### src/verilog/esr_regs.vh
`ifndef ESR_REGS_VH
`define ESR_REGS_VH
// command opcodes
`define ESR_OP_WRITE_ENABLE_COMMAND      8'h06
`define ESR_OP_WRITE_DISABLE_COMMAND      8'h04
`define ESR_OP_STATUS_READ_COMMAND      8'h05
`define ESR_OP_STATUS_WRITE_COMMAND      8'h01
`define ESR_OP_BUSY_POLL_COMMAND      8'h08
`define ESR_OP_FREEZE_COMMAND      8'h0d
`define ESR_OP_PARTITION_WRITE_ENABLE_COMMAND      8'h0e
`define ESR_OP_PARTITION_WRITE_DISABLE_COMMAND      8'h0f
`define ESR_OP_BOUNDARY_PROTECT_COMMAND      8'h09
`define ESR_OP_SOFTWARE_RESET_COMMAND      8'h7c
`define ESR_OP_PARTITION_WRITE_COMMAND      8'h12
`define ESR_OP_UNDERVOLTAGE_CONFIG_COMMAND      8'h1c
`define ESR_OP_WRITE     8'h02
// status field positions (16-bit word, byte 0 in [7:0], byte 1 in [15:8])
`define ESR_B_BUSY0      0
`define ESR_B_WEL        1
`define ESR_B_BP0        2
`define ESR_B_BP1        3
`define ESR_B_PROTECT_ENABLE_BIT       7
`define ESR_B_BUSY1      8
`define ESR_B_WLS        10
`define ESR_B_BOUNDARY_LOCK_BIT       11
`define ESR_B_PARTITION_WRITE_LATCH       12
`define ESR_B_FREEZE_FLAG       13
`define ESR_B_ECS        14
`define ESR_B_WPM        15
// poll answers
`define ESR_POLL_BUSY    8'hff
`define ESR_POLL_READY   8'h00
// protected ranges
`define ESR_RANGE_Q_LO   13'h1800
`define ESR_RANGE_H_LO   13'h1000
`define ESR_SEC_LOW_TOP  6'h1f
`define ESR_ARRAY_TOP    13'h1fff
`define ESR_SEC_TOP      6'h3f
// write cycle default in sys clocks
`define ESR_WC_CYCLES    500000
`endif

### src/verilog/esr_status.v
`include "esr_regs.vh"
module esr_status #(
  parameter WC_CYCLES = `ESR_WC_CYCLES
) (
  input  wire        sys_clk_in,     // system clock, 125 MHz
  input  wire        rstn_in,        // power-on reset, active low
  input  wire        ce_in,          // clock enable
  input  wire        spi_csn_in,     // chip select, active low
  input  wire        spi_sck_in,     // serial clock (mode 0)
  input  wire        spi_si_in,      // serial data in
  input  wire        wp_n_in,        // write-protect pin, active low
  input  wire        rd_done_in,     // pulse: array read sequence ended
  input  wire        rd_corr_in,     // that read needed correction
  input  wire        uv_block_in,    // pulse: undervoltage blocked a write
  input  wire        part_prot_in,   // enhanced-mode protect verdict
  input  wire [12:0] arr_addr_in,    // array address to check
  input  wire [5:0]  sec_addr_in,    // security address to check
  output reg         spi_so_out,     // serial data out
  output reg         spi_so_oe_out,  // serial out enable
  output reg  [15:0] status_out,     // live status word
  output reg         arr_prot_out,   // array address protected
  output reg         sec_prot_out,   // security address protected
  output reg         range_ro_out,   // partition address fields read-only
  output reg         behav_ro_out,   // partition behaviour fields read-only
  output reg         nvcmd_out,      // pulse: accepted nv command opcode
  output reg  [7:0]  nvcmd_op_out    // opcode of that command
);
  localparam ST_CMD  = 3'h0;
  localparam ST_STATUS_READ_COMMAND = 3'h1;
  localparam ST_POLL = 3'h2;
  localparam ST_STATUS_WRITE_COMMAND = 3'h3;
  localparam ST_IGN  = 3'h4;
  localparam ST_NV   = 3'h5;
  localparam CW      = 32;

  wire [3:0] pin_s;
  wire       csn;
  wire       sck;
  wire       si;
  wire       wpn;
  reg        sck_d;
  reg        csn_d;
  reg  [2:0] state;
  reg  [2:0] bitcnt;
  reg  [1:0] bytecnt;
  reg  [7:0] sh_in;
  reg  [15:0] sh_out;
  reg  [15:0] nv_snap;
  reg  [7:0] wr_b0;
  reg  [7:0] wr_b1;
  reg  [7:0] nv_op;
  reg        protect_enable_bit;
  reg  [1:0] bp;
  reg        protection_mode_bit;
  reg        freeze_flag;
  reg        boundary_lock_bit;
  reg        write_enable_latch;
  reg        partition_write_latch;
  reg        correction_event_flag;
  reg        write_lockout_flag;
  reg        busy;
  reg  [CW-1:0] wc_cnt;
  reg        wc_is_status_write_command;
  reg        wc_b1_sent;
  reg        rd_on_b1;
  wire       sck_rise;
  wire       sck_fall;
  wire       cs_rise;
  wire       cs_fall;
  wire [7:0] byte_in;
  wire       hw_prot;
  wire       arr_p;
  wire       sec_p;
  wire [15:0] live;
  wire [15:0] rd_word;

  // pins are asynchronous to sys_clk
  esr_sync #(.W(4)) u_sync (
    .clk_in  (sys_clk_in),
    .rstn_in (rstn_in),
    .ce_in   (ce_in),
    .d_in    ({spi_csn_in, spi_sck_in, spi_si_in, wp_n_in}),
    .q_out   (pin_s)
  );
  assign csn = pin_s[3];
  assign sck = pin_s[2];
  assign si  = pin_s[1];
  assign wpn = pin_s[0];

  assign sck_rise = sck & ~sck_d & ~csn;
  assign sck_fall = ~sck & sck_d & ~csn;
  assign cs_rise  = csn & ~csn_d;
  assign cs_fall  = ~csn & csn_d;
  assign byte_in  = {sh_in[6:0], si};
  assign hw_prot  = ~wpn & protect_enable_bit;

  // assembled status word; busy mirrored into both bytes
  assign live = {protection_mode_bit, correction_event_flag, freeze_flag, partition_write_latch, boundary_lock_bit, write_lockout_flag, 1'b0, busy,
                 protect_enable_bit, 3'h0, bp, write_enable_latch, busy};
  // continued read: volatile bits refresh each byte, nonvolatile stay as snapped
  assign rd_word = {nv_snap[15], correction_event_flag, nv_snap[13], partition_write_latch, nv_snap[11], write_lockout_flag,
                    1'b0, busy, nv_snap[7:2], write_enable_latch, busy};

  esr_prot u_prot (
    .level_in     (bp),
    .mode_in      (protection_mode_bit),
    .part_prot_in (part_prot_in),
    .arr_addr_in  (arr_addr_in),
    .sec_addr_in  (sec_addr_in),
    .arr_prot_out (arr_p),
    .sec_prot_out (sec_p)
  );

  // edge history of the synchronised pins
  always @(posedge sys_clk_in or negedge rstn_in) begin
    if (!rstn_in) begin
      sck_d <= 1'b0;
      csn_d <= 1'b1;
    end else if (ce_in) begin
      sck_d <= sck;
      csn_d <= csn;
    end
  end

  // command decode, shifters and status flags
  always @(posedge sys_clk_in or negedge rstn_in) begin
    if (!rstn_in) begin
      state      <= ST_CMD;
      bitcnt     <= 3'h0;
      bytecnt    <= 2'h0;
      sh_in      <= 8'h00;
      sh_out     <= 16'h0000;
      nv_snap    <= 16'h0000;
      wr_b0      <= 8'h00;
      wr_b1      <= 8'h00;
      nv_op      <= 8'h00;
      protect_enable_bit       <= 1'b0;
      bp         <= 2'h0;
      protection_mode_bit        <= 1'b0;
      freeze_flag       <= 1'b0;
      boundary_lock_bit       <= 1'b0;
      write_enable_latch        <= 1'b0;
      partition_write_latch       <= 1'b0;
      correction_event_flag        <= 1'b0;
      write_lockout_flag        <= 1'b0;
      busy       <= 1'b0;
      wc_cnt     <= {CW{1'b0}};
      wc_is_status_write_command <= 1'b0;
      rd_on_b1   <= 1'b0;
      nvcmd_out  <= 1'b0;
      nvcmd_op_out <= 8'h00;
      spi_so_out <= 1'b0;
      spi_so_oe_out <= 1'b0;
    end else if (ce_in) begin
      nvcmd_out <= 1'b0;
      // self-timed write cycle
      if (busy) begin
        if (wc_cnt == WC_CYCLES[CW-1:0] - 1'b1) begin
          busy <= 1'b0;
          write_enable_latch  <= 1'b0;
          if (wc_is_status_write_command) begin
            protect_enable_bit <= wr_b0[`ESR_B_PROTECT_ENABLE_BIT];
            bp   <= {wr_b0[`ESR_B_BP1], wr_b0[`ESR_B_BP0]};
            if (wc_b1_sent && !freeze_flag)
              protection_mode_bit <= wr_b1[7];
          end else if (nv_op == `ESR_OP_FREEZE_COMMAND) begin
            freeze_flag <= 1'b1;
          end else if (nv_op == `ESR_OP_BOUNDARY_PROTECT_COMMAND) begin
            boundary_lock_bit <= wr_b0[0];
          end
        end else begin
          wc_cnt <= wc_cnt + 1'b1;
        end
      end
      // write data is kept across frames: a status read during the cycle must not lose it
      if (cs_fall) begin
        state   <= ST_CMD;
        bitcnt  <= 3'h0;
        bytecnt <= 2'h0;
      end
      if (sck_rise) begin
        sh_in  <= byte_in;
        bitcnt <= bitcnt + 1'b1;
        if (bitcnt == 3'h7) begin
          if (bytecnt != 2'h3)
            bytecnt <= bytecnt + 1'b1;
          case (state)
            ST_CMD: begin
              if (busy && byte_in != `ESR_OP_STATUS_READ_COMMAND && byte_in != `ESR_OP_BUSY_POLL_COMMAND) begin
                state <= ST_IGN;
              end else begin
                case (byte_in)
                  `ESR_OP_STATUS_READ_COMMAND: begin
                    state    <= ST_STATUS_READ_COMMAND;
                    nv_snap  <= live;
                    sh_out   <= live;
                    rd_on_b1 <= 1'b1;
                  end
                  `ESR_OP_BUSY_POLL_COMMAND: begin
                    state  <= ST_POLL;
                    sh_out <= {busy ? `ESR_POLL_BUSY : `ESR_POLL_READY, 8'h00};
                  end
                  `ESR_OP_WRITE_ENABLE_COMMAND: begin
                    write_enable_latch   <= 1'b1;
                    state <= ST_IGN;
                  end
                  `ESR_OP_WRITE_DISABLE_COMMAND: begin
                    write_enable_latch   <= 1'b0;
                    state <= ST_IGN;
                  end
                  `ESR_OP_PARTITION_WRITE_ENABLE_COMMAND: begin
                    if (write_enable_latch)
                      partition_write_latch <= 1'b1;
                    state <= ST_IGN;
                  end
                  `ESR_OP_PARTITION_WRITE_DISABLE_COMMAND: begin
                    partition_write_latch  <= 1'b0;
                    state <= ST_IGN;
                  end
                  `ESR_OP_SOFTWARE_RESET_COMMAND: begin
                    write_enable_latch   <= 1'b0;
                    partition_write_latch  <= 1'b0;
                    correction_event_flag   <= 1'b0;
                    write_lockout_flag   <= 1'b0;
                    state <= ST_IGN;
                  end
                  `ESR_OP_STATUS_WRITE_COMMAND: begin
                    write_lockout_flag   <= 1'b0;
                    state <= (write_enable_latch && !hw_prot) ? ST_STATUS_WRITE_COMMAND : ST_IGN;
                  end
                  `ESR_OP_FREEZE_COMMAND, `ESR_OP_BOUNDARY_PROTECT_COMMAND, `ESR_OP_PARTITION_WRITE_COMMAND, `ESR_OP_UNDERVOLTAGE_CONFIG_COMMAND: begin
                    write_lockout_flag   <= 1'b0;
                    nv_op <= byte_in;
                    state <= (write_enable_latch && !hw_prot && !freeze_flag) ? ST_NV : ST_IGN;
                  end
                  `ESR_OP_WRITE: begin
                    write_lockout_flag   <= 1'b0;
                    state <= ST_IGN;
                  end
                  default: state <= ST_IGN;
                endcase
              end
            end
            ST_STATUS_READ_COMMAND: begin
              // bytes alternate byte 1, byte 0; the next one goes into the upper half
              sh_out   <= rd_on_b1 ? {rd_word[7:0], rd_word[15:8]} : rd_word;
              rd_on_b1 <= ~rd_on_b1;
            end
            ST_POLL: sh_out <= {busy ? `ESR_POLL_BUSY : `ESR_POLL_READY, 8'h00};
            ST_STATUS_WRITE_COMMAND: begin
              if (bytecnt == 2'h1)
                wr_b0 <= byte_in;
              else if (bytecnt == 2'h2)
                wr_b1 <= byte_in;
            end
            ST_NV: if (bytecnt == 2'h1) wr_b0 <= byte_in;
            default: state <= state;
          endcase
        end
      end
      // shift out on falling edge, msb first; the byte in flight sits in sh_out[15:8]
      if (sck_fall && (state == ST_STATUS_READ_COMMAND || state == ST_POLL)) begin
        spi_so_out    <= sh_out[4'hf - {1'b0, bitcnt}];
        spi_so_oe_out <= 1'b1;
      end
      // frame end: start cycle only at a byte boundary after a whole frame
      if (cs_rise) begin
        spi_so_oe_out <= 1'b0;
        state <= ST_CMD;
        if (bitcnt == 3'h0 && !busy) begin
          if (state == ST_STATUS_WRITE_COMMAND && bytecnt >= 2'h2) begin
            busy       <= 1'b1;
            wc_cnt     <= {CW{1'b0}};
            wc_is_status_write_command <= 1'b1;
            nvcmd_out  <= 1'b1;
            nvcmd_op_out <= `ESR_OP_STATUS_WRITE_COMMAND;
          end else if (state == ST_NV && bytecnt >= 2'h1 &&
                       (nv_op == `ESR_OP_FREEZE_COMMAND || nv_op == `ESR_OP_BOUNDARY_PROTECT_COMMAND ? partition_write_latch : 1'b1)) begin
            busy       <= 1'b1;
            wc_cnt     <= {CW{1'b0}};
            wc_is_status_write_command <= 1'b0;
            nvcmd_out  <= 1'b1;
            nvcmd_op_out <= nv_op;
          end
        end
      end
      // read outcome after the soft reset clear, so a correction set wins
      if (rd_done_in)
        correction_event_flag <= rd_corr_in;
      // undervoltage block wins over any clear this cycle
      if (uv_block_in)
        write_lockout_flag <= 1'b1;
    end
  end

  // byte 1 counts only if it was actually sent; latched at the frame end
  always @(posedge sys_clk_in or negedge rstn_in) begin
    if (!rstn_in)
      wc_b1_sent <= 1'b0;
    else if (ce_in && cs_rise && state == ST_STATUS_WRITE_COMMAND)
      wc_b1_sent <= (bytecnt == 2'h3);
  end

  // registered views for the array datapath
  always @(posedge sys_clk_in or negedge rstn_in) begin
    if (!rstn_in) begin
      status_out   <= 16'h0000;
      arr_prot_out <= 1'b0;
      sec_prot_out <= 1'b0;
      range_ro_out <= 1'b0;
      behav_ro_out <= 1'b0;
    end else if (ce_in) begin
      status_out   <= live;
      arr_prot_out <= arr_p;
      sec_prot_out <= sec_p;
      range_ro_out <= boundary_lock_bit | freeze_flag | hw_prot;
      behav_ro_out <= freeze_flag | hw_prot;
    end
  end
endmodule // esr_status

### src/verilog/esr_sync.v
// two-flop synchroniser, one per bit
module esr_sync #(
  parameter W = 1
) (
  input  wire         clk_in,   // sampling clock
  input  wire         rstn_in,  // async reset, active low
  input  wire         ce_in,    // clock enable
  input  wire [W-1:0] d_in,     // asynchronous inputs
  output wire [W-1:0] q_out     // synchronised inputs
);
  reg [W-1:0] meta;
  reg [W-1:0] stab;
  genvar i;
  // first stage feeds only the second one
  generate
    for (i = 0; i < W; i = i + 1) begin : g_bit
      always @(posedge clk_in or negedge rstn_in) begin
        if (!rstn_in) begin
          meta[i] <= 1'b0;
          stab[i] <= 1'b0;
        end else if (ce_in) begin
          meta[i] <= d_in[i];
          stab[i] <= meta[i];
        end
      end
    end
  endgenerate
  assign q_out = stab;
endmodule // esr_sync

### src/verilog/esr_prot.v
`include "esr_regs.vh"
// address protection decode for array and security page
module esr_prot (
  input  wire [1:0]  level_in,     // block-protect level
  input  wire        mode_in,      // protection_mode_bit
  input  wire        part_prot_in, // enhanced-mode verdict from partitions
  input  wire [12:0] arr_addr_in,  // array address
  input  wire [5:0]  sec_addr_in,  // security register address
  output reg         arr_prot_out, // array address protected
  output reg         sec_prot_out  // security address protected
);
  // legacy decode only when mode bit is 0, else partition verdict
  always @* begin
    arr_prot_out = 1'b0;
    sec_prot_out = (sec_addr_in <= `ESR_SEC_LOW_TOP);
    if (mode_in) begin
      arr_prot_out = part_prot_in;
      sec_prot_out = part_prot_in;
    end else begin
      case (level_in)
        2'h1: arr_prot_out = (arr_addr_in >= `ESR_RANGE_Q_LO);
        2'h2: arr_prot_out = (arr_addr_in >= `ESR_RANGE_H_LO);
        2'h3: begin
          arr_prot_out = (arr_addr_in <= `ESR_ARRAY_TOP);
          sec_prot_out = (sec_addr_in <= `ESR_SEC_TOP);
        end
        default: arr_prot_out = 1'b0;
      endcase
    end
  end
endmodule // esr_prot

### config.mk
export PLATFORM = sky130hd
export DESIGN_NAME = esr_status
export DESIGN_NICKNAME = d
export VERILOG_FILES = /design/src/verilog/esr_status.v /design/src/verilog/esr_sync.v /design/src/verilog/esr_prot.v
export VERILOG_INCLUDE_DIRS = /design/src /design/src/verilog
export SDC_FILE = /design/constraint.sdc
export NUM_CORES = 1
export LEC_CHECK = 0
export BUFFER_PORTS_ARGS = -buffer_cell sky130_fd_sc_hd__buf_4
export CAP_MARGIN = 25
export CELL_PAD_IN_SITES_DETAIL_PLACEMENT = 1
export CELL_PAD_IN_SITES_GLOBAL_PLACEMENT = 2
export CORE_ASPECT_RATIO = 1.2
export CORE_MARGIN = 3
export CORE_UTILIZATION = 39
export CTS_CLUSTER_DIAMETER = 80
export DETAILED_ROUTE_END_ITERATION = 8
export GPL_TIMING_DRIVEN = 1
export PLACE_DENSITY_LB_ADDON = 0.1
export SLEW_MARGIN = 0
export SYNTH_ARGS = -nofsm -noshare
export SYNTH_HDL_FRONTEND = slang
export SYNTH_SLANG_ARGS = --single-unit
export TNS_END_PERCENT = 10
### constraint.sdc
create_clock -name sys_clk_in -period 3.1 [get_ports sys_clk_in]
set_clock_uncertainty 0.05 [all_clocks]
set_input_delay 0 -clock sys_clk_in [delete_from_list [all_inputs] [get_ports sys_clk_in]]
set_output_delay 0 -clock sys_clk_in [all_outputs]
set_load 0.03 [all_outputs]
### After elaboration in Yosys (flattened, before gate mapping)

Cells that the tools add are included.

* $lt $le $gt $ge: 8
* mux-type cells: 73
* bitwise gates (word level): 20
* $add $sub $neg: 4
* reductions and logical operators: 58
* equality and inequality tests: 37

Operators with widths (number)
* two-way mux 32 bit: 6
* equality test 8 x 4 -> 1 bit, second input constant: 7
* one-hot mux 16 bit (3 select lines): 1
* AND reduction 6 bit: 8
* two-way mux 1 bit: 41
* adder 32 x 1 -> 32 bit, second input constant: 1
* equality test 32 x 19 -> 1 bit, second input constant: 1
* two-way mux 16 bit: 2
* one-hot mux 16 bit (2 select lines): 1
* >= comparator 13 bit, second input constant: 2
* nonzero test 2 bit: 13
* equality test 8 x 3 -> 1 bit, second input constant: 3
* two-way mux 3 bit: 8
* two-way mux 8 bit: 3
* equality test 8 x 5 -> 1 bit, second input constant: 2
* AND reduction 5 bit: 3
* <= comparator 13 bit, second input constant: 1
* logical AND 1 bit: 12
* one-hot mux 3 bit (4 select lines): 1
* inequality test 2 bit, second input constant: 5
* inverter 1 bit: 10
* AND reduction 2 bit: 5
* equality test 2 bit, second input constant: 4
* equality test 8 x 1 -> 1 bit, second input constant: 1
* other kinds (35): 59

* logic and storage cells: 242
* input port bits: 30
* register bits: 150
* output and inout bits: 31

### Depth between registers and ports, before layout

Gate-level depths: netlist of the first run.

* word-level depth: 12
* mapped depth: 8
* depth with buffers taken out: 7

### By module

From an unflattened synthesis of the first run, not the netlist that was laid out.

* cells, all modules: 576
* area total of the unflattened synthesis: 6100.9 µm²

Modules (own cells, without submodules)
* esr_status: sequential area each 2904.0 µm², cells an instance 552, times used 1, area an instance 5725.5 µm²
* esr_sync: sequential area each 200.2 µm², cells an instance 17, times used 1, area an instance 331.6 µm²
* esr_prot: sequential area each 0.0 µm², cells an instance 7, times used 1, area an instance 43.8 µm²

### Least setup slack after synthesis of the first run

Ideal clock, no wire load.

* path type: flip-flop to flip-flop
* from: reg bitcnt[0]
* to: reg state[0]
* path buffers: 1
* data required time: 2.963 ns
* clock period less this slack: 2.226 ns
* setup slack: 0.874 ns
* data arrival time: 2.089 ns
* library setup time: 0.087 ns
* cell stages (with the launch flop): 8
* cells stage by stage: dfrtp_1 > ha_1 > ha_1 > clkbuf_1 > nand2_1 > or3b_2 > or4_1 > a22oi_1

* word-level cells in the longest chain between the ends: 4
* elaborated cells on any way between the ends: 6
* classes of those cells: 2 x eq/ne; 3 x mux; 1 x reduce/logical

Ends and longest elaborated chain
* start, declared: line esr_status.v:44 `reg [2:0] bitcnt;`
* start signal, assigned: line esr_status.v:183 `bitcnt <= bitcnt + 1'b1;`
* equality test 3 bit (*): line esr_status.v:184 `if (bitcnt == 3'h7) begin`
* two-way mux 3 bit: line esr_status.v:184
* two-way mux 3 bit: line esr_status.v:181 `if (sck_rise) begin`
* two-way mux 3 bit: line esr_status.v:267 `if (cs_rise) begin`
* end signal, assigned: line esr_status.v:229 `state <= (write_enable_latch && !hw_prot) ? ST_STATUS_WRITE_COMMAND : ST_IGN;`
* end signal, assigned: line esr_status.v:234 `state <= (write_enable_latch && !hw_prot && !freeze_flag) ? ST_NV : ST_IGN;`
* end signal, assigned: line esr_status.v:257 `default: state <= state;`
* end, declared: line esr_status.v:43 `reg [2:0] state;`

Mark *: on every way between the ends. The rest lies on a longest branch, timed or not.
A chain may end at the register's enable or synchronous reset.

### Worst setup path after layout of the first run

* from: reg sh_in[1]
* to: reg correction_event_flag

* word-level cells in the longest chain between the ends: 5
* elaborated cells on any way between the ends: 8
* classes of those cells: 4 x eq/ne; 4 x reduce/logical

Ends and longest elaborated chain
* start, declared: line esr_status.v:46 `reg [7:0] sh_in;`
* start signal, assigned: line esr_status.v:182 `sh_in <= byte_in;`
* inequality test 8 x 3 -> 1 bit (no source line)
* logical AND 1 bit (no source line) (2 in a row)
* inequality test 2 bit (no source line)
* AND reduction 6 bit (no source line) (*)
* end signal, assigned: line esr_status.v:289 `correction_event_flag <= rd_corr_in;`
* end, declared: line esr_status.v:59 `reg correction_event_flag;`

Marked as above.

==> out/results.md, run 1 <==
| Metric | This run | Unit |
|:---|:---|:---|
| Max transition margin | 41.64 | % |
| Antenna cell count | 0 | - |
| RD Place Congestion | 0.7883 | - |
| Proportion of total power due to net switching | 25.85 | % |
| Vias after detailed routing | 4975 | - |
| Final-report setup violation count | 0 | - |
| Final instance area | 0.007642 | mm² |
| Number of sinks driven by the clock tree | 124 | - |
| Top Ports | 61 | - |
| Post-DP HPWL | 12130 | µm |
| Largest cells by area after synthesis | dfrtp_1 49%, mux2_2 8.8%, nand2_1 2.9%, o21ai_0 2.8%, nor2_1 2.6% | - |
| Quantity of gates resized following cts | 0 | - |
| Total number of H-tree levels | 4 | - |
| IR drop worst, VDD | 0.3582 | mV |
| CTS clock-pin slew for the worst setup and hold paths | 0.06 | ns |
| Worst-path fanout max | 16 | - |
| Sort of element at the start of the critical path | flop | - |
| Number of warnings printed during yosys synthesis | 0 | - |
| Psw | 1.222 | mW |
| Commonest cells in the synthesized netlist | 123 x dfrtp_1, 49 x mux2_2, 48 x nand2_1 | - |
| Synth Area per Inst | 10.42 | µm² |
| Drt via density | 5.634 | - |
| Fin nets | 701 | - |
| Tcrit/Tclk final | 91.83 | % |
| Die area | 0.01765 | mm² |
| Number of global-route vias before repair | 5326 | - |
| PD cells | 618.8 | mW/mm² |
| Share of synthesized registers carrying an async set or reset | 100.0 | % |
| Cts bufs inserted | 17 | - |
| Type of the tightest min-delay check | primary input to asynchronous set/reset pin | - |
| PnR worst setup slack | 0.2532 | ns |
| Proportion of netlist area held by the largest area contributor | 49.05 | % |
| EDFF count, synth | 0 | - |
| Transition time at the pin with the least slew margin | 0.8754 | ns |
| Overall Power | 4.729 | mW |
| Global-route congestion overflow total | 0 | - |
| Clock tree buffer depth | 2 | - |
| Total cell area at the placement stage | 0.006805 | mm² |
| Clock insertion delay at the later pin of the skew report | 0.42 | ns |
| Buffers and inverters on the worst path | 1 | - |
| Clock tree from TritonCTS | done | - |
| # Max-Cap Violations | 0 | - |
| Number of distinct library cells after synthesis | 76 | - |
| Arr. time, crit path | 3.10 | ns |
| Cell Int Power | 3.507 | mW |
| Combinational fraction of design power | 12.6 | % |
| Family with the most delay on the worst path | simple AND/OR/NAND/NOR gates | - |
| Setup Total Neg Slack | 0 | ns |
| Cell Count, Final, Fillers Out | 883 | - |
| Post-synth top flop | dfrtp_1 | - |
| Max incr delay on CP | 0.69 | ns |
| Critical path endpoint category | flop | - |
| Crit Path Category | flop to flop | - |
| Count of antenna-violating nets left after detailed routing | 0 | - |
| Starting density of the core | 39.96 | % |
| Setup fix buffers added after clock tree synthesis | 0 | - |
| Clock tree root driver cell | clkbuf_16 | - |
| Starting DRC count in detailed routing | 218 | - |
| Instance count after placement with tap cells included | 836 | - |
| Wire length reported by the detailed router | 17220 | µm |
| Unrepaired setup endpoints after global routing | no | - |
| Layout overhead on the synthesized area | 21.79 | % |
| DR WL/cell | 19.50 | µm |
| Synth area leader | dfrtp_1 | - |
| CP max stage cell | dfrtp_1 | - |
| Highest Clock Rate | 351.3 | MHz |
| Crit path required time | 3.35 | ns |
| Initial antenna violation count | 0 | - |
| Min cycle time layout | 2.847 | ns |
| Outcome | completed | - |
| Wire length of the first global-routing pass | 28460 | µm |
| Vertical die dimension | 145.0 | µm |
| Critical Path, Cell by Cell | and3b_1, o211ai_1, and2_1, nor4_1, o311ai_0, dlygate4sd3_1 | - |
| DRC violations left | 0 | - |
| Count of TritonRoute iterations in the first routing pass | 4 | - |
| Worst slack, placed | 0.3155 | ns |
| Max-slew violations | 0 | - |
| Final hold viol count | 0 | - |
| Row cnt | 50 | - |
| Area of the core region | 0.01570 | mm² |
| Gate count after technology mapping | 602 | - |
| Cell with the most instances after synthesis | dfrtp_1 | - |
| Share of layout cells above drive strength 1 | 23.56 | % |
| Count of state elements after synthesis | 124 | - |
| Leakage | 3.526 | nW |
| Maximum number of pins on one net before global-route repair | 67 | - |
| Share of the yosys chip area belonging to registers | 49.47 | % |
| Clk network pwr share | 48.0 | % |
| Gr usage total | 20.57 | % |
| I/O Buffers | 40 | - |
| Width of the die | 121.8 | µm |
| Post-Syn Area | 0.006275 | mm² |
| Sequential fraction of design power | 39.3 | % |
## metrics by stage
step	hold slack [ns]	utilization [%]
2_1_floorplan	-0.3456	-
3_3_place_gp	0.1070	43.34
3_5_place_dp	0.1171	43.34
4_1_cts	0.2068	48.57
5_1_grt	0.2531	48.67
6_report	0.1381	48.67
## cell type report
cell class	instances	area [µm²]
Tap cell	208	260.3
Clock buffer	20	456.7
Clock inverter	11	215.2
Sequential cell	124	3104
Fill cell	1704	8060
Multi-Input combinational cell	430	2953
Inverter	18	67.56
Timing Repair Buffer	72	585.6
## cell families (layout without fill, tap and decap cells)
| family | Yosys count | after routing | share of synthesized area [%] |
|---|---|---|---|
| and+or+nand+nor | 238 | 238 | 21.54 |
| DFF | 124 | 124 | 49.47 |
| AOI/OAI and AO/OA | 107 | 107 | 10.83 |
| muxes | 55 | 55 | 10.15 |
| buffers and inverters | 51 | 121 | 3.848 |
| xor gates and xnor gates | 18 | 18 | 2.513 |
| adders and majority gates | 8 | 8 | 1.595 |
| other | 1 | 4 | 0.05976 |
## cells in the final DEF, fill, tap and decap left out, types with 4 or more instances in the layout
master	instances
dfrtp_1	123
nor3_1	7
dlygate4sd3_1	15
inv_1	18
and2_1	6
buf_4	56
mux2i_1	4
or3_1	10
nand2_1	48
xor2_1	15
nor2b_1	5
a21oi_1	28
a22oi_1	4
o21ai_0	35
mux2_2	49
nand3_1	27
clkbuf_16	17
or4_1	4
a21o_1	4
o211ai_1	5
o31ai_1	4
nor4_1	15
nand4_1	21
bufinv_16	6
ha_1	8
nor2_1	44
nand2b_1	8
conb_1	4
and3_1	11
## final timing paths
path,startpoint,end,slack [ns],depth (start not counted)
max,sh_in[1],correction_event_flag,0.25,6
min,rstn_in,nvcmd_op_out[7],0.14,2
max reg2reg,sh_in[1],correction_event_flag,0.25,6
min reg2reg,nvcmd_op_out[5],nvcmd_op_out[5],0.41,2
max in group asynchronous,rstn_in,csn_d,1.85,3
min in group sys_clk_in,spi_sck_in,u_sync.meta[2],0.30,3
## registers in the layout (all words and copies together) (netlist names), 4 cells and up
register      count
wr_b0             4
u_sync.meta       4
sh_out            8
sh_in             7
nv_snap           6
nv_op             8
wc_cnt           32
u_sync.q_out      4
nvcmd_op_out      8
status_out       11
## power groups by stage
stage	clock network, mW	registers (mW)	logic, mW
CTS	2.32	1.86	0.604
global placement	0	1.88	0.569
global route	2.41	1.88	0.666
floorplan	0	1.86	0.385
finish	2.27	1.86	0.597
detailed placement	0	1.89	0.585
## per-layer routing
metal	GRT usage (%)	share of wire, %	up-vias
met5	0	0	-
met1	25.16	42	2565
met3	4.327	2.7	31
li1	-	-	2309
met2	35.04	53	70
met4	8.240	2.5	0
## repair_timing
item,4_1_cts,5_1_grt
hold endpoints to repair,74,0
hold buffers,15,0
setup endpoints to repair,0,0
No activity file was read; power rests on OpenSTA's default activity.
==> run 2: changes to the inputs <==
Settings changed: RECOVER_POWER from default to 100.
==> out/results.md, run 2 (same netlist as run 1, synthesis figures left out) <==
| Metric | This run | Unit |
|:---|:---|:---|
| Clock tree buffer depth | 2 | - |
| Global-route congestion overflow total | 0 | - |
| Vertical die dimension | 145.0 | µm |
| Share of layout cells above drive strength 1 | 18.22 | % |
| Post-DP HPWL | 12130 | µm |
| Max transition margin | -11.64 | % |
| Tcrit/Tclk final | 92.53 | % |
| DR WL/cell | 19.49 | µm |
| RD Place Congestion | 0.7883 | - |
| Max-slew violations | 67 | - |
| DRC violations left | 0 | - |
| Largest regs | wc_cnt: 32 flops, status_out: 11 flops | - |
| Gr usage total | 20.57 | % |
| Area of the core region | 0.01570 | mm² |
| Unrepaired setup endpoints after global routing | no | - |
| Starting DRC count in detailed routing | 243 | - |
| Starting density of the core | 39.96 | % |
| Leakage | 3.387 | nW |
| I/O Buffers | 40 | - |
| Arr. time, crit path | 3.16 | ns |
| Final-report setup violation count | 0 | - |
| Type of the tightest min-delay check | primary input to flop | - |
| Most common library cell in the layout ignoring fill and taps | dfrtp_1 | - |
| Clock tree from TritonCTS | done | - |
| Row cnt | 50 | - |
| Width of the die | 121.8 | µm |
| Register ranked first by flip-flop count | wc_cnt | - |
| Worst-path fanout max | 22 | - |
| Top Ports | 61 | - |
| PD cells | 628.7 | mW/mm² |
| Sort of element at the start of the critical path | flop | - |
| Number of sinks driven by the clock tree | 124 | - |
| Setup fix buffers added after clock tree synthesis | 0 | - |
| Wire length of the first global-routing pass | 28460 | µm |
| Maximum number of pins on one net before global-route repair | 67 | - |
| Outcome | complete, but fails checks | - |
| Crit path required time | 3.39 | ns |
| Clock insertion delay at the later pin of the skew report | 0.42 | ns |
| Crit Path Category | flop to flop | - |
| Drt via density | 5.644 | - |
| Critical path endpoint category | flop | - |
| Count of TritonRoute iterations in the first routing pass | 4 | - |
| Setup Total Neg Slack | 0 | ns |
| Transition time at the pin with the least slew margin | 1.675 | ns |
| Clock tree root driver cell | clkbuf_16 | - |
| Top library cells by usage in the layout, fill and taps aside | 123 x dfrtp_1, 49 x mux2_2, 48 x nand2_1, 46 x nor2_1, 35 x o21ai_0 | - |
| Final core utilization | 47.70 | % |
| Initial antenna violation count | 0 | - |
| Count of antenna-violating nets left after detailed routing | 0 | - |
| Cts bufs inserted | 17 | - |
| Highest Clock Rate | 348.6 | MHz |
| Min cycle time layout | 2.868 | ns |
| Number of flip-flops under the largest register name | 32 | - |
| Fin nets | 701 | - |
| PnR worst setup slack | 0.2317 | ns |
| CTS clock-pin slew for the worst setup and hold paths | 0.05 | ns |
| # Max-Cap Violations | 1 | - |
| Vias after detailed routing | 4984 | - |
| IR drop worst, VDD | 0.3574 | mV |
| Wire length reported by the detailed router | 17210 | µm |
| Final hold viol count | 0 | - |
| Failing checks | capacitance limit, slew limit | - |
| Die area | 0.01765 | mm² |
| Total number of H-tree levels | 4 | - |
| Antenna cell count | 0 | - |
| Worst slack, placed | 0.3155 | ns |
| Layout overhead on the synthesized area | 19.36 | % |
| Number of global-route vias before repair | 5326 | - |
==> run 2: metal layers <==
layer | track usage [%] | vias up | share of wire, %
met2 | 35.04 | 74 | 53
met4 | 8.240 | 0 | 2.7
li1 | - | 2308 | -
met3 | 4.327 | 40 | 2.6
met5 | 0 | - | 0
met1 | 25.16 | 2562 | 42
==> run 2: final timing paths <==
path                                 startpoint               to  slack [ns]  cells past startpoint
worst max-delay path                   nv_op[5]       wc_cnt[23]        0.23                      6
worst min-delay path                 spi_sck_in   u_sync.meta[2]        0.30                      3
worst max register to register         nv_op[5]       wc_cnt[23]        0.23                      6
worst min register to register  nvcmd_op_out[5]  nvcmd_op_out[5]        0.41                      2
max in group asynchronous               rstn_in      nv_snap[13]        0.94                      3
min in group asynchronous               rstn_in  nvcmd_op_out[7]        0.46                      2
==> run 2: where the power goes <==
group          internal [mW]  switching (mW)  leakage, nW
logic                  0.234           0.342         1.40
clock network           1.54           0.726        0.326
registers               1.71           0.150         1.66
==> run 2: cell type report <==
class | instances | area [µm²]
clock buffer | 20 | 456.7
clock inverter | 11 | 215.2
fill | 1722 | 8213
inverter | 18 | 67.56
multi-input combinational | 430 | 2938
sequential | 124 | 3104
tap | 208 | 260.3
timing repair buffer | 72 | 447.9
==> run 2: what timing repair did <==
| action | 4_1_cts | 5_1_grt |
|---|---|---|
| resized for setup | 0 | 0 |
| hold buffers | 15 | 0 |
| hold endpoints to repair | 74 | 0 |
==> run 2: worst max-delay path: stages (launching register included) <==
cell and delay, ns:
dfrtp_1 0.40, or4_1 0.62, o41ai_1 0.68, a211oi_4 0.14, clkbuf_2 0.37, clkbuf_4 0.36
a21oi_1 0.15
==> run 2: stage by stage <==
stage          hold WS, ns  std cells  power [mW]  instance area [µm²]
2_1_floorplan      -0.3456        605       2.241                 6286
3_3_place_gp        0.1070        836       2.448                 6805
3_5_place_dp        0.1171        836       2.475                 6805
4_1_cts             0.2068        882       4.788                 7627
5_1_grt             0.3103        883       4.933                 7490
6_report            0.2995        883       4.709                 7490
==> run 3: changes to the inputs <==
Settings changed: ABC_AREA from default to 1, CORE_MARGIN 3 to 1.5, CORE_UTILIZATION 39 to 34.
==> out/results.md, run 3 <==
| Metric | This run | Unit |
|:---|:---|:---|
| Antenna cell count | 0 | - |
| Top Ports | 61 | - |
| Register area | 0.003104 | mm² |
| PD cells | 631.4 | mW/mm² |
| Critical Path, Cell by Cell | nor2_1, nand3_1, nor2_1, nor2_1, nand2_4, nand2_1, nor3_1, o21ai_0, dlygate4sd3_1 | - |
| DR WL/cell | 16.22 | µm |
| Synth Area per Inst | 7.326 | µm² |
| Crit path top cell by count | nor2_1 | - |
| Clock tree from TritonCTS | done | - |
| Count of state elements after synthesis | 124 | - |
| # Max-Cap Violations | 2 | - |
| Drt via density | 4.847 | - |
| Number of inserted filler cells in the final layout | 2431 | - |
| Layout overhead on the synthesized area | 16.49 | % |
| Type of the tightest min-delay check | primary input to flop | - |
| Cell with the most instances after synthesis | nand2_1 | - |
| Starting density of the core | 34.95 | % |
| Number of sinks driven by the clock tree | 124 | - |
| Total cell area at the placement stage | 0.007159 | mm² |
| Adder-cell share of the synthesized area | 1.508 | % |
| Source of the worst hold timing path | ce_in | - |
| Post-Syn Area | 0.006638 | mm² |
| Family with the most delay on the worst path | simple AND/OR/NAND/NOR gates | - |
| Quantity of gates resized following cts | 0 | - |
| Number of global-route vias before repair | 6434 | - |
| Min cycle time layout | 2.676 | ns |
| Critical path endpoint category | flop | - |
| Simple-gate share of the synthesized area | 31.65 | % |
| Grt met1 use | 23.75 | % |
| Final instance area | 0.007732 | mm² |
| Top library cells by usage in the layout, fill and taps aside | 266 x nand2_1, 127 x nor2_1, 123 x dfrtp_1, 114 x inv_1, 76 x o21ai_0 | - |
| Cell depth of the worst hold path | 3 | - |
| Area of the multi-input gates | 0.002883 | mm² |
| Max-slew violations | 117 | - |
| Gate count after technology mapping | 906 | - |
| Highest Clock Rate | 373.7 | MHz |
| Most used routing layer in global routing | met2 | - |
| Worst setup slack for register-to-register paths | 0.42 | ns |
| Die area | 0.02037 | mm² |
| Met3 track demand over resource | 3.121 | % |
| Tcrit/Tclk final | 86.32 | % |
| Vias after detailed routing | 5972 | - |
| I/O Buffers | 40 | - |
| CP max stage cell | dlygate4sd3_1 | - |
| Post-synth top flop | dfrtp_1 | - |
| Synthesized-area fraction occupied by xor and xnor cells | 0.9237 | % |
| Cell Count, Final, Fillers Out | 1232 | - |
| Initial antenna violation count | 0 | - |
| Wire length reported by the detailed router | 19980 | µm |
| Buffers and inverters on the worst path | 1 | - |
| EDFF count, synth | 0 | - |
| Commonest cells in the synthesized netlist | 264 x nand2_1, 123 x dfrtp_1, 122 x nor2_1 | - |
| Worst-path fanout max | 6 | - |
| Count of TritonRoute iterations in the first routing pass | 4 | - |
| Cts bufs inserted | 17 | - |
| Reg-to-Reg Start | sh_in[0] | - |
| Instance count after placement with tap cells included | 1187 | - |
| Largest regs | wc_cnt: 32 flops, status_out: 11 flops | - |
| Final-report setup violation count | 0 | - |
| Met2 usage | 39.77 | % |
| Vertical die dimension | 156.1 | µm |
| Share of the yosys chip area belonging to registers | 46.77 | % |
| Combinational family with the most area after synthesis | simple AND/OR/NAND/NOR gates | - |
| Width of the die | 130.6 | µm |
| Global-route congestion overflow total | 0 | - |
| Starting DRC count in detailed routing | 251 | - |
| DRC violations left | 0 | - |
| Share of layout cells above drive strength 1 | 7.582 | % |
| Arr. time, crit path | 2.93 | ns |
| Synth area leader | dfrtp_1 | - |
| Fin nets | 1001 | - |
| Register ranked first by flip-flop count | wc_cnt | - |
| Transition time at the pin with the least slew margin | 2.063 | ns |
| Failing checks | capacitance limit, slew limit | - |
| Sort of element at the start of the critical path | flop | - |
| Wire length of the first global-routing pass | 32700 | µm |
| Share of synthesized area spent on multiplexers | 0 | % |
| Max transition margin | -37.51 | % |
| Overall Power | 4.882 | mW |
| Post-DP HPWL | 14840 | µm |
| Leakage | 3.830 | nW |
| Number of warnings printed during yosys synthesis | 0 | - |
| RD Place Congestion | 0.8257 | - |
| Clock insertion delay at the later pin of the skew report | 0.43 | ns |
| Most common library cell in the layout ignoring fill and taps | nand2_1 | - |
| CTS clock-pin slew for the worst setup and hold paths | 0.06 | ns |
| Count of antenna-violating nets left after detailed routing | 0 | - |
| Setup Total Neg Slack | 0 | ns |
| Crit Path Category | flop to flop | - |
| Number of cells on the worst reg-to-reg path | 9 | - |
| Complex-gate fraction of the synthesized area | 9.708 | % |
| Worst min-delay path endpoint | u_sync.meta[1] | - |
| IR drop worst, VDD | 0.5462 | mV |
| Proportion of netlist area held by the largest area contributor | 46.37 | % |
| Unrepaired setup endpoints after global routing | no | - |
| Largest cells by area after synthesis | dfrtp_1 46%, nand2_1 15%, nor2_1 6.9%, inv_1 6.3%, o21ai_0 4.9% | - |
| Total number of H-tree levels | 4 | - |
| Gr usage total | 21.09 | % |
| Share of synthesized registers carrying an async set or reset | 100.0 | % |
| Area of the core region | 0.01899 | mm² |
| Number of distinct library cells after synthesis | 39 | - |
| Clock tree buffer depth | 2 | - |
| Number of flip-flops under the largest register name | 32 | - |
| Maximum number of pins on one net before global-route repair | 81 | - |
| End of the worst register-to-register path | correction_event_flag | - |
| Crit path required time | 3.36 | ns |
| Max incr delay on CP | 0.56 | ns |
| Clock tree root driver cell | clkbuf_16 | - |
| Outcome | complete, but fails checks | - |
| Final hold viol count | 0 | - |
| Row cnt | 55 | - |
-- run 3: changes by cell type after synthesis, sizes merged, moves of 8 or more --
cell / change
nand4: -8
nand2: +223
inv: +104
and3: -10
nor4: -11
nand3: +21
or3: -9
nand2b: -8
xor2: -8
nor3: +13
clkbuf: -13
nor2: +85
mux2: -49
o21ai: +47
-- run 3: layer usage --
metal / share of wire (%) / up-vias
met5: 0 / -
met4: 1.8 / 0
met3: 1.5 / 24
met2: 55 / 50
met1: 42 / 2942
li1: - / 2956
-- run 3: worst min-delay path, stage by stage --
cell     delay [ns]
buf_4          0.27
nand2_1        0.12
nand2_1        0.05
-- run 3: cell families after synthesis --
kind of cell             after synthesis
AO/OA/AOI/OAI                        121
buffers and inverters                147
adder cells (fa/ha/maj)                8
flip-flops                           124
XOR/XNOR                               7
other                                  1
AND/OR/NAND/NOR                      498
-- run 3: worst max-delay path by stage --
stage	from	end	slack, ns	cells after the start
after floorplan	wc_cnt[0]	wc_cnt[25]	1.44	11
after global placement	u_sync.q_out[3]	wr_b0[3]	0.78	6
after detailed placement	state[2]	nvcmd_op_out[3]	0.67	11
after CTS	bitcnt[0]	correction_event_flag	0.53	8
after global routing	u_sync.q_out[3]	nv_op[1]	0.18	8
final	sh_in[0]	correction_event_flag	0.42	9
-- run 3: repair_timing --
item | CTS | global route
hold endpoints to repair | 86 | 0
buffers inserted | 0 | 0
hold buffers | 13 | 0
-- run 3: per-stage QoR --
stage	utilization (%)	hold slack (ns)	setup WS [ns]
floorplan	-	-0.3456	1.438
detailed placement	37.69	0.06276	0.6747
global route	40.71	0.05640	0.1771
CTS	41.53	0.01449	0.5297
global placement	37.69	0.05447	0.7791
finish	40.71	0.03006	0.4241
-- run 3: power by group --
group / switching [mW] / internal, mW / total (mW)
logic: 0.638 / 0.282 / 0.920
registers: 0.165 / 1.77 / 1.94
clock network: 0.810 / 1.22 / 2.03
total: 1.61 / 3.27 / 4.88
-- run 3: layout make-up --
type | count | share of cell area [%]
Multi-Input combinational cell | 638 | 37.28
Timing Repair Buffer | 59 | 4.693
Sequential cell | 124 | 40.15
Clock inverter | 14 | 2.055
Inverter | 123 | 6.003
Clock buffer | 18 | 5.680
Tap cell | 256 | 4.142
